$ cat config.mk
export PLATFORM = sky130hd
export DESIGN_NAME = eeprom_autoload_access
export DESIGN_NICKNAME = d
export VERILOG_FILES = /design/src/shared/eeprom_pkg.sv /design/src/rtl/eeprom_autoload_access.sv /design/src/rtl/eeprom_tick_gen.sv
export VERILOG_INCLUDE_DIRS = /design/src /design/src/shared
export SDC_FILE = /design/constraint.sdc
export NUM_CORES = 1
export LEC_CHECK = 0
export ABC_CLOCK_PERIOD_IN_PS = 3250
export BUFFER_PORTS_ARGS = -buffer_cell sky130_fd_sc_hd__buf_2
export CAP_MARGIN = 20
export CORE_UTILIZATION = 45
export CTS_CLUSTER_DIAMETER = 120
export DETAILED_ROUTE_END_ITERATION = 6
export PLACE_DENSITY = 0.69
export SETUP_SLACK_MARGIN = 0.02
export SYNTH_ARGS = -nofsm -noshare
export SYNTH_HDL_FRONTEND = slang
export SYNTH_SLANG_ARGS = --single-unit
$ cat constraint.sdc
create_clock -name CLOCK -period 3.25 [get_ports CLOCK]
set_clock_uncertainty 0.2 [all_clocks]
set_input_delay 0.4875 -clock CLOCK [delete_from_list [all_inputs] [get_ports CLOCK]]
set_output_delay 0.4875 -clock CLOCK [all_outputs]
set_load 0.03 [all_outputs]
$ cat src/shared/eeprom_cfg.svh
`ifndef EEPROM_CFG_SVH
`define EEPROM_CFG_SVH

// Register byte offsets.
`define EE_CTRL_OFFSET     8'h70
`define EE_IRQ_STAT_OFFSET 8'h74
`define EE_IRQ_MASK_OFFSET 8'h78

// Control/status field positions.
`define EE_INIT_BIT   0
`define EE_CMD_BIT    1
`define EE_ERR_BIT    2
`define EE_ALDONE_BIT 3
`define EE_DIV_LSB    4
`define EE_DIV_MSB    5
`define EE_ALDIS_BIT  6
`define EE_FAST_BIT   7
`define EE_ALBUSY_BIT 8
`define EE_WADDR_LSB  9
`define EE_WADDR_MSB  15
`define EE_DATA_LSB   16
`define EE_DATA_MSB   31

// Reset values.
`define EE_CTRL_RESET 32'h0000_0000
`define EE_IRQ_RESET  3'h0

// Interrupt status and mask bit positions.
`define EE_IRQ_SW_DONE 0
`define EE_IRQ_ERR     1
`define EE_IRQ_AL_DONE 2

// Serial clock divisors of the core clock and the fast autoload factor.
`define EE_SCL_DIV00 4096
`define EE_SCL_DIV01 2048
`define EE_SCL_DIV10 1024
`define EE_SCL_DIV11 128
`define EE_FAST_SHIFT 5

// Seven-bit device select code on the serial link.
`define EE_DEV_SEL 7'h50

`endif

$ cat src/shared/eeprom_pkg.sv
package eeprom_pkg;

  typedef enum logic [1:0] {
    ST_IDLE  = 2'b00,
    ST_START = 2'b01,
    ST_BIT   = 2'b10,
    ST_STOP  = 2'b11
  } eng_state_t;

  typedef enum logic [1:0] {
    K_START = 2'b00,
    K_TX    = 2'b01,
    K_RX    = 2'b10,
    K_STOP  = 2'b11
  } step_kind_t;

  typedef struct packed {
    logic       valid;
    logic       write;
    logic [7:0] addr;
  } bus_aph_t;

  typedef struct packed {
    logic        valid;
    logic [6:0]  addr;
    logic [15:0] data;
  } cfg_load_t;

endpackage

$ cat src/rtl/eeprom_autoload_access.sv
// Our own choice: the AHB-Lite slave port.
`timescale 1ns/1ps
`include "eeprom_cfg.svh"

// Summary of operation
// - A written 0 to 1 on initiate starts one cycle; command picks read/write.
// - Initiate clears itself when the software cycle has finished.
// - Error flag reads 1 after a missing acknowledge, else 0.
// - Autoload-complete flag sets only after a successful autoload.
// - Serial clock is core clock over 4096, 2048, 1024 or 128.
// - Autoload runs after every reset; the control bit is still 0 from reset when that is decided.
// - Fast bit makes autoload run 32 times faster.
// - Autoload status reads 1 only while autoload is in progress.
// - The 7-bit word address field selects the word for software cycles.
// - A software write sends the 16-bit data field.
module eeprom_autoload_access
#(
  parameter int AL_WORDS = 4
)
(
  // Clock and reset.
  input  wire logic                  CLOCK,
  input  wire logic                  RSTN,
  // AHB-Lite slave.
  input  wire logic                  HSEL,
  input  wire logic [31:0]           HADDR,
  input  wire logic [1:0]            HTRANS,
  input  wire logic                  HWRITE,
  input  wire logic [2:0]            HSIZE,
  input  wire logic [31:0]           HWDATA,
  input  wire logic                  HREADY,
  output logic      [31:0]           HRDATA,
  output logic                       HREADYOUT,
  output logic                       HRESP,
  // Interrupt.
  output logic                       IRQ,
  // Serial EEPROM link.
  output logic                       EE_SCL,
  input  wire logic                  EE_SDA_IN,
  output logic                       EE_SDA_OUT,
  output logic                       EE_SDA_OEN,
  // Words fetched by autoload.
  output eeprom_pkg::cfg_load_t      CFG_LOAD
);

  logic                   init_ff, cmd_ff, err_ff, aldone_ff, aldis_ff;
  logic                   fast_ff, albusy_ff, alstart_ff;
  logic                   nxt_init, nxt_cmd, nxt_err, nxt_aldone, nxt_aldis;
  logic                   nxt_fast, nxt_albusy, nxt_alstart;
  logic [1:0]             div_ff, nxt_div;
  logic [6:0]             waddr_ff, nxt_waddr, alword_ff, nxt_alword;
  logic [15:0]            data_ff, nxt_data;
  logic [2:0]             irq_st_ff, nxt_irq_st, irq_mask_ff, nxt_irq_mask;
  eeprom_pkg::bus_aph_t   aph_ff, nxt_aph;
  logic                   rwait_ff, nxt_rwait;
  logic [31:0]            hrdata_ff, nxt_hrdata, ctrl_word;
  eeprom_pkg::cfg_load_t  load_ff, nxt_load;
  logic                   sda_s1_ff, sda_s2_ff;

  eeprom_pkg::eng_state_t state_ff, nxt_state;
  logic [1:0]             q_ff, nxt_q;
  logic [2:0]             step_ff, nxt_step;
  logic [3:0]             bcnt_ff, nxt_bcnt;
  logic [7:0]             sh_ff, nxt_sh;
  logic [15:0]            rx_ff, nxt_rx, ewd_ff, nxt_ewd;
  logic [6:0]             eaddr_ff, nxt_eaddr;
  logic                   scl_ff, nxt_scl, drv_ff, nxt_drv;
  logic                   rd_ff, nxt_rd, nack_ff, nxt_nack;
  logic                   jobsw_ff, nxt_jobsw;
  logic                   tick, start_sw, start_al, eng_done, ack_miss;
  eeprom_pkg::step_kind_t cur_kind, new_kind;

  function automatic eeprom_pkg::step_kind_t step_kind(input logic rd,
                                                       input logic [2:0] s);
    if (rd)
    begin
      case (s)
        3'h0, 3'h3: step_kind = eeprom_pkg::K_START;
        3'h5, 3'h6: step_kind = eeprom_pkg::K_RX;
        3'h7:       step_kind = eeprom_pkg::K_STOP;
        default:    step_kind = eeprom_pkg::K_TX;
      endcase
    end
    else
    begin
      case (s)
        3'h0:    step_kind = eeprom_pkg::K_START;
        3'h5:    step_kind = eeprom_pkg::K_STOP;
        default: step_kind = eeprom_pkg::K_TX;
      endcase
    end
  endfunction

  // Autoload uses the fast rate only while it runs.
  eeprom_tick_gen #(.CW(11)) u_tick (
    .clock (CLOCK),
    .rstn  (RSTN),
    .sel   (div_ff),
    .fast  (fast_ff && albusy_ff),
    .tick  (tick)
  );

  assign start_sw = init_ff && state_ff == eeprom_pkg::ST_IDLE
                    && !albusy_ff && !alstart_ff;
  assign start_al = albusy_ff && state_ff == eeprom_pkg::ST_IDLE;
  assign cur_kind = step_kind(rd_ff, step_ff);
  assign new_kind = step_kind(rd_ff, step_ff + 3'h1);

  // Serial engine: start, byte slots with acknowledge, stop.
  always_comb
  begin
    nxt_state = state_ff;
    nxt_q     = q_ff;
    nxt_step  = step_ff;
    nxt_bcnt  = bcnt_ff;
    nxt_sh    = sh_ff;
    nxt_rx    = rx_ff;
    nxt_ewd   = ewd_ff;
    nxt_eaddr = eaddr_ff;
    nxt_scl   = scl_ff;
    nxt_drv   = drv_ff;
    nxt_rd    = rd_ff;
    nxt_nack  = nack_ff;
    nxt_jobsw = jobsw_ff;
    eng_done  = 1'b0;
    ack_miss  = 1'b0;
    if (start_sw || start_al)
    begin
      nxt_state = eeprom_pkg::ST_START;
      nxt_q     = 2'h0;
      nxt_step  = 3'h0;
      nxt_nack  = 1'b0;
      nxt_jobsw = start_sw;
      nxt_rd    = start_sw ? !cmd_ff : 1'b1;
      nxt_eaddr = start_sw ? waddr_ff : alword_ff;
      nxt_ewd   = data_ff;
    end
    else if (tick && state_ff != eeprom_pkg::ST_IDLE)
    begin
      nxt_q = q_ff + 2'h1;
      case (state_ff)
        eeprom_pkg::ST_START:
        begin
          if (q_ff == 2'h0)
          begin
            nxt_scl = 1'b1;
            nxt_drv = 1'b0;
          end
          if (q_ff == 2'h2)
            nxt_drv = 1'b1;
          if (q_ff == 2'h3)
            nxt_scl = 1'b0;
        end
        eeprom_pkg::ST_BIT:
        begin
          if (q_ff == 2'h0)
          begin
            if (cur_kind == eeprom_pkg::K_TX)
              nxt_drv = (bcnt_ff < 4'h8) ? !sh_ff[7] : 1'b0;
            else
              nxt_drv = (bcnt_ff == 4'h8) && (step_ff == 3'h5);
          end
          if (q_ff == 2'h1)
            nxt_scl = 1'b1;
          if (q_ff == 2'h2)
          begin
            if (cur_kind == eeprom_pkg::K_TX && bcnt_ff == 4'h8 && sda_s2_ff)
            begin
              nxt_nack = 1'b1;
              ack_miss = 1'b1;
            end
            if (cur_kind == eeprom_pkg::K_RX && bcnt_ff < 4'h8)
              nxt_rx = {rx_ff[14:0], sda_s2_ff};
          end
          if (q_ff == 2'h3)
          begin
            nxt_scl  = 1'b0;
            nxt_sh   = {sh_ff[6:0], 1'b0};
            nxt_bcnt = bcnt_ff + 4'h1;
          end
        end
        eeprom_pkg::ST_STOP:
        begin
          if (q_ff == 2'h0)
            nxt_drv = 1'b1;
          if (q_ff == 2'h1)
            nxt_scl = 1'b1;
          if (q_ff == 2'h2)
            nxt_drv = 1'b0;
          if (q_ff == 2'h3)
          begin
            nxt_state = eeprom_pkg::ST_IDLE;
            eng_done  = 1'b1;
          end
        end
        default: nxt_state = eeprom_pkg::ST_IDLE;
      endcase
      // Move to the next step at the end of a start or a byte slot.
      if (q_ff == 2'h3 && (state_ff == eeprom_pkg::ST_START
          || (state_ff == eeprom_pkg::ST_BIT && bcnt_ff == 4'h8)))
      begin
        nxt_step = step_ff + 3'h1;
        nxt_bcnt = 4'h0;
        case (step_ff + 3'h1)
          3'h1:    nxt_sh = {`EE_DEV_SEL, 1'b0};
          3'h2:    nxt_sh = {eaddr_ff, 1'b0};
          3'h3:    nxt_sh = ewd_ff[15:8];
          3'h4:    nxt_sh = rd_ff ? {`EE_DEV_SEL, 1'b1} : ewd_ff[7:0];
          default: nxt_sh = 8'h00;
        endcase
        if (nxt_nack || new_kind == eeprom_pkg::K_STOP)
          nxt_state = eeprom_pkg::ST_STOP;
        else if (new_kind == eeprom_pkg::K_START)
          nxt_state = eeprom_pkg::ST_START;
        else
          nxt_state = eeprom_pkg::ST_BIT;
      end
    end
  end

  always_ff @(posedge CLOCK)
  begin
    if (!RSTN)
    begin
      state_ff <= eeprom_pkg::ST_IDLE;
      q_ff     <= 2'h0;
      step_ff  <= 3'h0;
      bcnt_ff  <= 4'h0;
      sh_ff    <= 8'h00;
      rx_ff    <= 16'h0000;
      ewd_ff   <= 16'h0000;
      eaddr_ff <= 7'h00;
      scl_ff   <= 1'b1;
      drv_ff   <= 1'b0;
      rd_ff    <= 1'b0;
      nack_ff  <= 1'b0;
      jobsw_ff <= 1'b0;
    end
    else
    begin
      state_ff <= nxt_state;
      q_ff     <= nxt_q;
      step_ff  <= nxt_step;
      bcnt_ff  <= nxt_bcnt;
      sh_ff    <= nxt_sh;
      rx_ff    <= nxt_rx;
      ewd_ff   <= nxt_ewd;
      eaddr_ff <= nxt_eaddr;
      scl_ff   <= nxt_scl;
      drv_ff   <= nxt_drv;
      rd_ff    <= nxt_rd;
      nack_ff  <= nxt_nack;
      jobsw_ff <= nxt_jobsw;
    end
  end

  always_comb
  begin
    ctrl_word = `EE_CTRL_RESET;
    ctrl_word[`EE_INIT_BIT]                   = init_ff;
    ctrl_word[`EE_CMD_BIT]                    = cmd_ff;
    ctrl_word[`EE_ERR_BIT]                    = err_ff;
    ctrl_word[`EE_ALDONE_BIT]                 = aldone_ff;
    ctrl_word[`EE_DIV_MSB:`EE_DIV_LSB]        = div_ff;
    ctrl_word[`EE_ALDIS_BIT]                  = aldis_ff;
    ctrl_word[`EE_FAST_BIT]                   = fast_ff;
    ctrl_word[`EE_ALBUSY_BIT]                 = albusy_ff;
    ctrl_word[`EE_WADDR_MSB:`EE_WADDR_LSB]    = waddr_ff;
    ctrl_word[`EE_DATA_MSB:`EE_DATA_LSB]      = data_ff;
  end

  // Bus slave, register file, autoload sequencing and interrupts.
  always_comb
  begin
    nxt_init     = init_ff;
    nxt_cmd      = cmd_ff;
    nxt_err      = err_ff;
    nxt_aldone   = aldone_ff;
    nxt_div      = div_ff;
    nxt_aldis    = aldis_ff;
    nxt_fast     = fast_ff;
    nxt_waddr    = waddr_ff;
    nxt_data     = data_ff;
    nxt_albusy   = albusy_ff;
    nxt_alstart  = 1'b0;
    nxt_alword   = alword_ff;
    nxt_irq_st   = irq_st_ff;
    nxt_irq_mask = irq_mask_ff;
    nxt_aph      = aph_ff;
    nxt_rwait    = 1'b0;
    nxt_hrdata   = hrdata_ff;
    nxt_load     = '0;
    if (HREADY)
    begin
      nxt_aph.valid = HSEL && HTRANS[1];
      nxt_aph.write = HWRITE;
      nxt_aph.addr  = HADDR[7:0];
    end
    if (aph_ff.valid && !aph_ff.write && !rwait_ff)
    begin
      nxt_rwait = 1'b1;
      case (aph_ff.addr)
        `EE_CTRL_OFFSET:     nxt_hrdata = ctrl_word;
        `EE_IRQ_STAT_OFFSET: nxt_hrdata = {29'h0, irq_st_ff};
        `EE_IRQ_MASK_OFFSET: nxt_hrdata = {29'h0, irq_mask_ff};
        default:             nxt_hrdata = 32'h0000_0000;
      endcase
    end
    if (aph_ff.valid && aph_ff.write)
    begin
      case (aph_ff.addr)
        `EE_CTRL_OFFSET:
        begin
          if (!init_ff && HWDATA[`EE_INIT_BIT])
            nxt_init = 1'b1;
          nxt_cmd   = HWDATA[`EE_CMD_BIT];
          nxt_div   = HWDATA[`EE_DIV_MSB:`EE_DIV_LSB];
          nxt_aldis = HWDATA[`EE_ALDIS_BIT];
          nxt_fast  = HWDATA[`EE_FAST_BIT];
          nxt_waddr = HWDATA[`EE_WADDR_MSB:`EE_WADDR_LSB];
          nxt_data  = HWDATA[`EE_DATA_MSB:`EE_DATA_LSB];
        end
        `EE_IRQ_STAT_OFFSET: nxt_irq_st   = irq_st_ff & ~HWDATA[2:0];
        `EE_IRQ_MASK_OFFSET: nxt_irq_mask = HWDATA[2:0];
        default:             nxt_irq_mask = irq_mask_ff;
      endcase
    end
    // One autoload attempt follows every reset; the disable bit is still 0 from reset then.
    if (alstart_ff && !aldis_ff)
    begin
      nxt_albusy = 1'b1;
      nxt_alword = 7'h00;
    end
    if (start_sw || start_al)
      nxt_err = 1'b0;
    if (ack_miss)
    begin
      nxt_err = 1'b1;
      nxt_irq_st[`EE_IRQ_ERR] = 1'b1;
    end
    if (eng_done && jobsw_ff)
    begin
      nxt_init = 1'b0;
      nxt_irq_st[`EE_IRQ_SW_DONE] = 1'b1;
      if (rd_ff && !nack_ff)
        nxt_data = rx_ff;
    end
    if (eng_done && !jobsw_ff)
    begin
      if (nack_ff)
        nxt_albusy = 1'b0;
      else
      begin
        nxt_load.valid = 1'b1;
        nxt_load.addr  = alword_ff;
        nxt_load.data  = rx_ff;
        nxt_alword     = alword_ff + 7'h01;
        if (alword_ff == 7'(AL_WORDS - 1))
        begin
          nxt_albusy = 1'b0;
          nxt_aldone = 1'b1;
          nxt_irq_st[`EE_IRQ_AL_DONE] = 1'b1;
        end
      end
    end
  end

  always_ff @(posedge CLOCK)
  begin
    if (!RSTN)
    begin
      init_ff     <= 1'b0;
      cmd_ff      <= 1'b0;
      err_ff      <= 1'b0;
      aldone_ff   <= 1'b0;
      div_ff      <= 2'h0;
      aldis_ff    <= 1'b0;
      fast_ff     <= 1'b0;
      waddr_ff    <= 7'h00;
      data_ff     <= 16'h0000;
      albusy_ff   <= 1'b0;
      alstart_ff  <= 1'b1;
      alword_ff   <= 7'h00;
      irq_st_ff   <= `EE_IRQ_RESET;
      irq_mask_ff <= `EE_IRQ_RESET;
      aph_ff      <= '0;
      rwait_ff    <= 1'b0;
      hrdata_ff   <= 32'h0000_0000;
      load_ff     <= '0;
      sda_s1_ff   <= 1'b1;
      sda_s2_ff   <= 1'b1;
    end
    else
    begin
      init_ff     <= nxt_init;
      cmd_ff      <= nxt_cmd;
      err_ff      <= nxt_err;
      aldone_ff   <= nxt_aldone;
      div_ff      <= nxt_div;
      aldis_ff    <= nxt_aldis;
      fast_ff     <= nxt_fast;
      waddr_ff    <= nxt_waddr;
      data_ff     <= nxt_data;
      albusy_ff   <= nxt_albusy;
      alstart_ff  <= nxt_alstart;
      alword_ff   <= nxt_alword;
      irq_st_ff   <= nxt_irq_st;
      irq_mask_ff <= nxt_irq_mask;
      aph_ff      <= nxt_aph;
      rwait_ff    <= nxt_rwait;
      hrdata_ff   <= nxt_hrdata;
      load_ff     <= nxt_load;
      sda_s1_ff   <= EE_SDA_IN;
      sda_s2_ff   <= sda_s1_ff;
    end
  end

  assign HREADYOUT  = !(aph_ff.valid && !aph_ff.write && !rwait_ff);
  assign HRESP      = 1'b0;
  assign HRDATA     = hrdata_ff;
  assign IRQ        = |(irq_st_ff & irq_mask_ff);
  assign EE_SCL     = scl_ff;
  assign EE_SDA_OUT = 1'b0;
  assign EE_SDA_OEN = !drv_ff;
  assign CFG_LOAD   = load_ff;

  AST_START_SW: assert property (@(posedge CLOCK) disable iff (!RSTN)
    $rose(init_ff) && state_ff == eeprom_pkg::ST_IDLE && !albusy_ff
      && !alstart_ff |=> state_ff == eeprom_pkg::ST_START && rd_ff == !cmd_ff)
    else $error("Initiate did not start a cycle of the chosen direction.");

  AST_INIT_CLEAR: assert property (@(posedge CLOCK) disable iff (!RSTN)
    eng_done && jobsw_ff |=> !init_ff ##1 state_ff == eeprom_pkg::ST_IDLE)
    else $error("Initiate bit did not clear after the cycle ended.");

  AST_ERR_SET: assert property (@(posedge CLOCK) disable iff (!RSTN)
    ack_miss |=> err_ff [*2])
    else $error("Missing acknowledge did not set the error flag.");

  AST_ERR_CLEAR: assert property (@(posedge CLOCK) disable iff (!RSTN)
    start_sw |=> !err_ff)
    else $error("Error flag not cleared at the start of a cycle.");

  AST_AL_DONE: assert property (@(posedge CLOCK) disable iff (!RSTN)
    $rose(aldone_ff) |-> $past(albusy_ff) && !$past(nack_ff) && !albusy_ff)
    else $error("Autoload complete set without a clean autoload.");

  AST_AL_SKIP: assert property (@(posedge CLOCK) disable iff (!RSTN)
    alstart_ff && aldis_ff |=> !albusy_ff [*2])
    else $error("Autoload ran while disabled.");

  AST_AL_RUN: assert property (@(posedge CLOCK) disable iff (!RSTN)
    alstart_ff && !aldis_ff |=> albusy_ff)
    else $error("Enabled autoload did not start after reset.");

  AST_AL_BUSY: assert property (@(posedge CLOCK) disable iff (!RSTN)
    $rose(albusy_ff) |-> $past(alstart_ff) && ctrl_word[`EE_ALBUSY_BIT])
    else $error("Autoload status rose without an autoload start.");

  AST_ADDR: assert property (@(posedge CLOCK) disable iff (!RSTN)
    start_sw |=> eaddr_ff == $past(waddr_ff) && ewd_ff == $past(data_ff))
    else $error("Software cycle did not latch address and data.");

  AST_RD_DATA: assert property (@(posedge CLOCK) disable iff (!RSTN)
    eng_done && jobsw_ff && rd_ff && !nack_ff |=> data_ff == $past(rx_ff))
    else $error("Read word was not stored in the data field.");

endmodule

$ cat src/rtl/eeprom_tick_gen.sv
`timescale 1ns/1ps
`include "eeprom_cfg.svh"

module eeprom_tick_gen
#(
  parameter int CW = 11
)
(
  // Clock and reset.
  input  wire logic       clock,
  input  wire logic       rstn,
  // Rate selection.
  input  wire logic [1:0] sel,
  input  wire logic       fast,
  // Quarter bit period strobe.
  output logic            tick
);

  logic [CW-1:0] cnt_ff;
  logic [CW-1:0] nxt_cnt;
  logic [CW-1:0] lim;

  // One tick every quarter of a serial clock period.
  always_comb
  begin
    case (sel)
      2'h0:    lim = CW'(`EE_SCL_DIV00 / 4);
      2'h1:    lim = CW'(`EE_SCL_DIV01 / 4);
      2'h2:    lim = CW'(`EE_SCL_DIV10 / 4);
      default: lim = CW'(`EE_SCL_DIV11 / 4);
    endcase
    if (fast)
    begin
      lim = lim >> `EE_FAST_SHIFT;
    end
    nxt_cnt = (cnt_ff == '0) ? lim - CW'(1) : cnt_ff - CW'(1);
  end

  always_ff @(posedge clock)
  begin
    if (!rstn)
      cnt_ff <= '0;
    else
      cnt_ff <= nxt_cnt;
  end

  assign tick = (cnt_ff == '0);

  AST_QUARTER_128: assert property (@(posedge clock) disable iff (!rstn)
    tick && sel == 2'h3 && !fast && $past(sel, 32) == 2'h3
      && !$past(fast, 32) && $past(tick, 32) |-> ##32 tick)
    else $error("Quarter period for divide by 128 is not 32 cycles.");

  AST_FAST_RATE: assert property (@(posedge clock) disable iff (!rstn)
    tick && sel == 2'h3 && fast && $past(sel) == 2'h3 && $past(fast)
      |-> ##1 tick)
    else $error("Fast rate does not tick every cycle at divide by 128.");

endmodule

==> results.md <==
* Run status: completed
* All-Layer GR Usage at 21.3%
* Starting density of the core at 45.9%
* Yosys top cell by area: dfxtp_1
* Setup Fix Bufs, Post-CTS at 0
* Slew @ Worst Pin at 1.02 ns
* Fin. Hold Viols at 0
* Post-route setup TNS at 0 ns
* IO buf count at 104
* Die width at 134 um
* CTS sink cnt at 189
* # resized after CTS at 0
* Row cnt at 48
* Clock latency on the worst-skew pair at 0.44 ns
* Clk root buf: clkbuf_16
* H-tree depth at 4
* Core region area at 17200 um2
* Core Util, Final at 53.4%
* Pins Over Slew Limit at 0
* Proportion of layout cells with a drive suffix above 1 at 17.1%
* Synth unique cells at 62
* Max Clk Rate at 0.378 GHz
* Initial antenna violation count at 0
* Clock transition at path regs at 0.07 ns
* Dpl hpwl at 12800 um
* Antenna cells at 0
* Total CTS buffers at 17
* Dpl ws at 0.635 ns
* First-pass GRT wire length at 30600 um
* M2 GR Usage at 33.1%
* Ys Warns at 0
* Top Ports at 137
* Post-layout min period at 2.65 ns
* RSZ-0062 raised after global routing: no
* Worst R2R Start: step_ff[0]
* Placer Congestion at 0.826
* Fillers at 1618
* Post-layout nets at 1075
* Die Height at 134 um
* Peak supply drop at 0.360 mV
* Pwr dens at 530 nW/um2
* Pin count of the biggest net entering global routing at 75
* Syn Inst Count at 900
* Post-synth EDFFs at 0
* Slew HR at 31.8%
* #FFs+latches synth at 189
* Lkg Pwr at 3.62 nW
* # hold bufs at CTS at 0
* Syn avg cell area at 8.75 um2
* Vias/cell at 5.46
* Dpl cells at 1185
* Final period util at 81.4%
* CP startpoint kind: register
* Top FF cell, synth: dfxtp_1
* Bufs on Longest Clock Path at 2
* Via Count at 6650
* Grt peak-use layer: met2
* Async set-or-reset flop fraction in the synthesized netlist at 0%
* Avg WL per Cell at 15.5 um
* Hold Path Cell Cnt at 2
* Seq/Total Area, Yosys at 48.0%
* Hold/Removal Path Class: input port to register
* HP Start: EE_SDA_IN
* Max-cap violation count at 0
* GRT overflow at 0
* Flop-to-flop setup slack at 0.60 ns
* Synth top area cells: dfxtp_1 48%, nand2_1 5.2%, mux2i_1 5.2%
* Crit-path max FO at 13
* Setup violations, final at 0
* Die area at 18000 um2
* Reg2Reg Depth at 7
* Crit end category: register
* Synth top area share at 48.0%
* Drt first-iter violations at 464
* Area grow syn2layout at 16.4%
* Met3 global-route usage at 4.31%
* Total wire length at 18800 um
* Hold endpoint: sda_s1_ff
* Fin cells at 1217
* Reg-to-reg endpoint: state_ff[1]
* Vias in the first global route at 5999
* DRC Markers at 0
* CTS tree: done
* First drt pass iteration count at 5
* ANT nets after route at 0
* M1 GR Usage at 29.9%
* WS Path Type: register to register
* Mapped Area at 7880 um2
* Setup ws final at 0.603 ns
* Critical Path RT at 3.42 ns
* CP arrival at 2.82 ns
## area by class of cell
| cell class | count | area [um2] | area share, % |
|---|---|---|---|
| Timing Repair Buffer | 123 | 676 | 7.37 |
| Clock buffer | 17 | 425 | 4.64 |
| Inverter | 26 | 98.8 | 1.08 |
| Tap cell | 225 | 282 | 3.07 |
| Clock inverter | 15 | 151 | 1.65 |
| Multi-Input combinational cell | 622 | 3750 | 40.9 |
| Sequential cell | 189 | 3780 | 41.3 |
## kinds of logic after synthesis
kind of cell               Yosys count  share of synthesized area [%]
and+or+nand+nor                    317                           18.7
AOI/OAI and AO/OA                  229                           18.7
DFF                                189                           48.0
buffers and inverters               90                           4.56
muxes                               43                           5.50
adders and majority gates           21                           3.34
xor gates and xnor gates            10                           1.11
other                                1                         0.0476
## through the flow
stage / hold slack (ns) / power (mW) / instance area (um2)
3_5_place_dp: 0.204 / 2.86 / 8590
6_report: 0.0554 / 4.86 / 9170
5_1_grt: 0.0656 / 5.04 / 9170
3_3_place_gp: 0.193 / 2.86 / 8590
2_1_floorplan: 0.186 / 2.75 / 7880
4_1_cts: 0.0386 / 4.89 / 9170
## cell usage after synthesis (all sizes together), types with 14 or more instances
| cell type | instances |
|---|---|
| a21oi | 67 |
| nor2 | 99 |
| o21ai | 45 |
| dfxtp | 189 |
| nand3 | 14 |
| nand2 | 110 |
| a31oi | 19 |
| and2 | 27 |
| clkbuf | 53 |
| inv | 26 |
| nor3 | 18 |
| ha | 21 |
| mux2i | 41 |
| a22oi | 37 |
## report_power, final
group          internal (mW)  total [mW]  switching (mW)  leakage [nW]
Sequential              2.37        2.42          0.0587          1.53
Combinational          0.159       0.390           0.231          1.81
Clock                   1.08        2.04           0.958         0.273
Total                   3.61        4.86            1.25          3.62
## flip-flops by register name (all words and copies together), names as in the netlist, 2 cells and up
register / cells
aph_ff: 10
irq_st_ff: 3
rx_ff: 16
CFG_LOAD: 24
waddr_ff: 7
ewd_ff: 16
q_ff: 2
u_tick.cnt_ff: 11
state_ff: 2
step_ff: 3
sh_ff: 8
irq_mask_ff: 3
HRDATA: 32
eaddr_ff: 7
alword_ff: 7
data_ff: 16
bcnt_ff: 4
div_ff: 2
## critical path, cell delays in order, from the launching register on
cell and delay [ns]:
dfxtp_1 0.43, inv_1 0.12, ha_1 0.41, a211o_1 0.37, a221oi_1 0.43, a41oi_1 0.21
a211o_1 0.30, a21oi_1 0.12
## layer usage
metal / wire (um) / vias to the layer above
li1: - / 3304
met1: 8990 / 3166
met2: 8740 / 162
met3: 896 / 18
met4: 190 / 0
met5: 0 / -
## cells in the final DEF, fill, tap and decap left out, types with 17 or more instances in the layout
master and instances:
a22oi_1 37, nor2_1 98, a31oi_1 19, and2_1 27
clkbuf_16 17, nand2_1 110, mux2i_1 41, o21ai_0 43
inv_1 25, a21oi_1 67, dfxtp_1 189, ha_1 21
nor3_1 18, buf_2 104, buf_4 18
## worst max path at each step
stage                             endpoint  slack [ns]  depth (start not counted)              from
final                          state_ff[1]        0.60                          7        step_ff[0]
after floorplan           u_tick.cnt_ff[4]        0.82                         11  u_tick.cnt_ff[5]
after global placement         state_ff[1]        0.71                          7        step_ff[0]
after CTS                      state_ff[1]        0.61                          7        step_ff[0]
after global routing           state_ff[1]        0.45                          7        step_ff[0]
after detailed placement       state_ff[1]        0.63                          7        step_ff[0]
(Power assumes the default switching activity.)
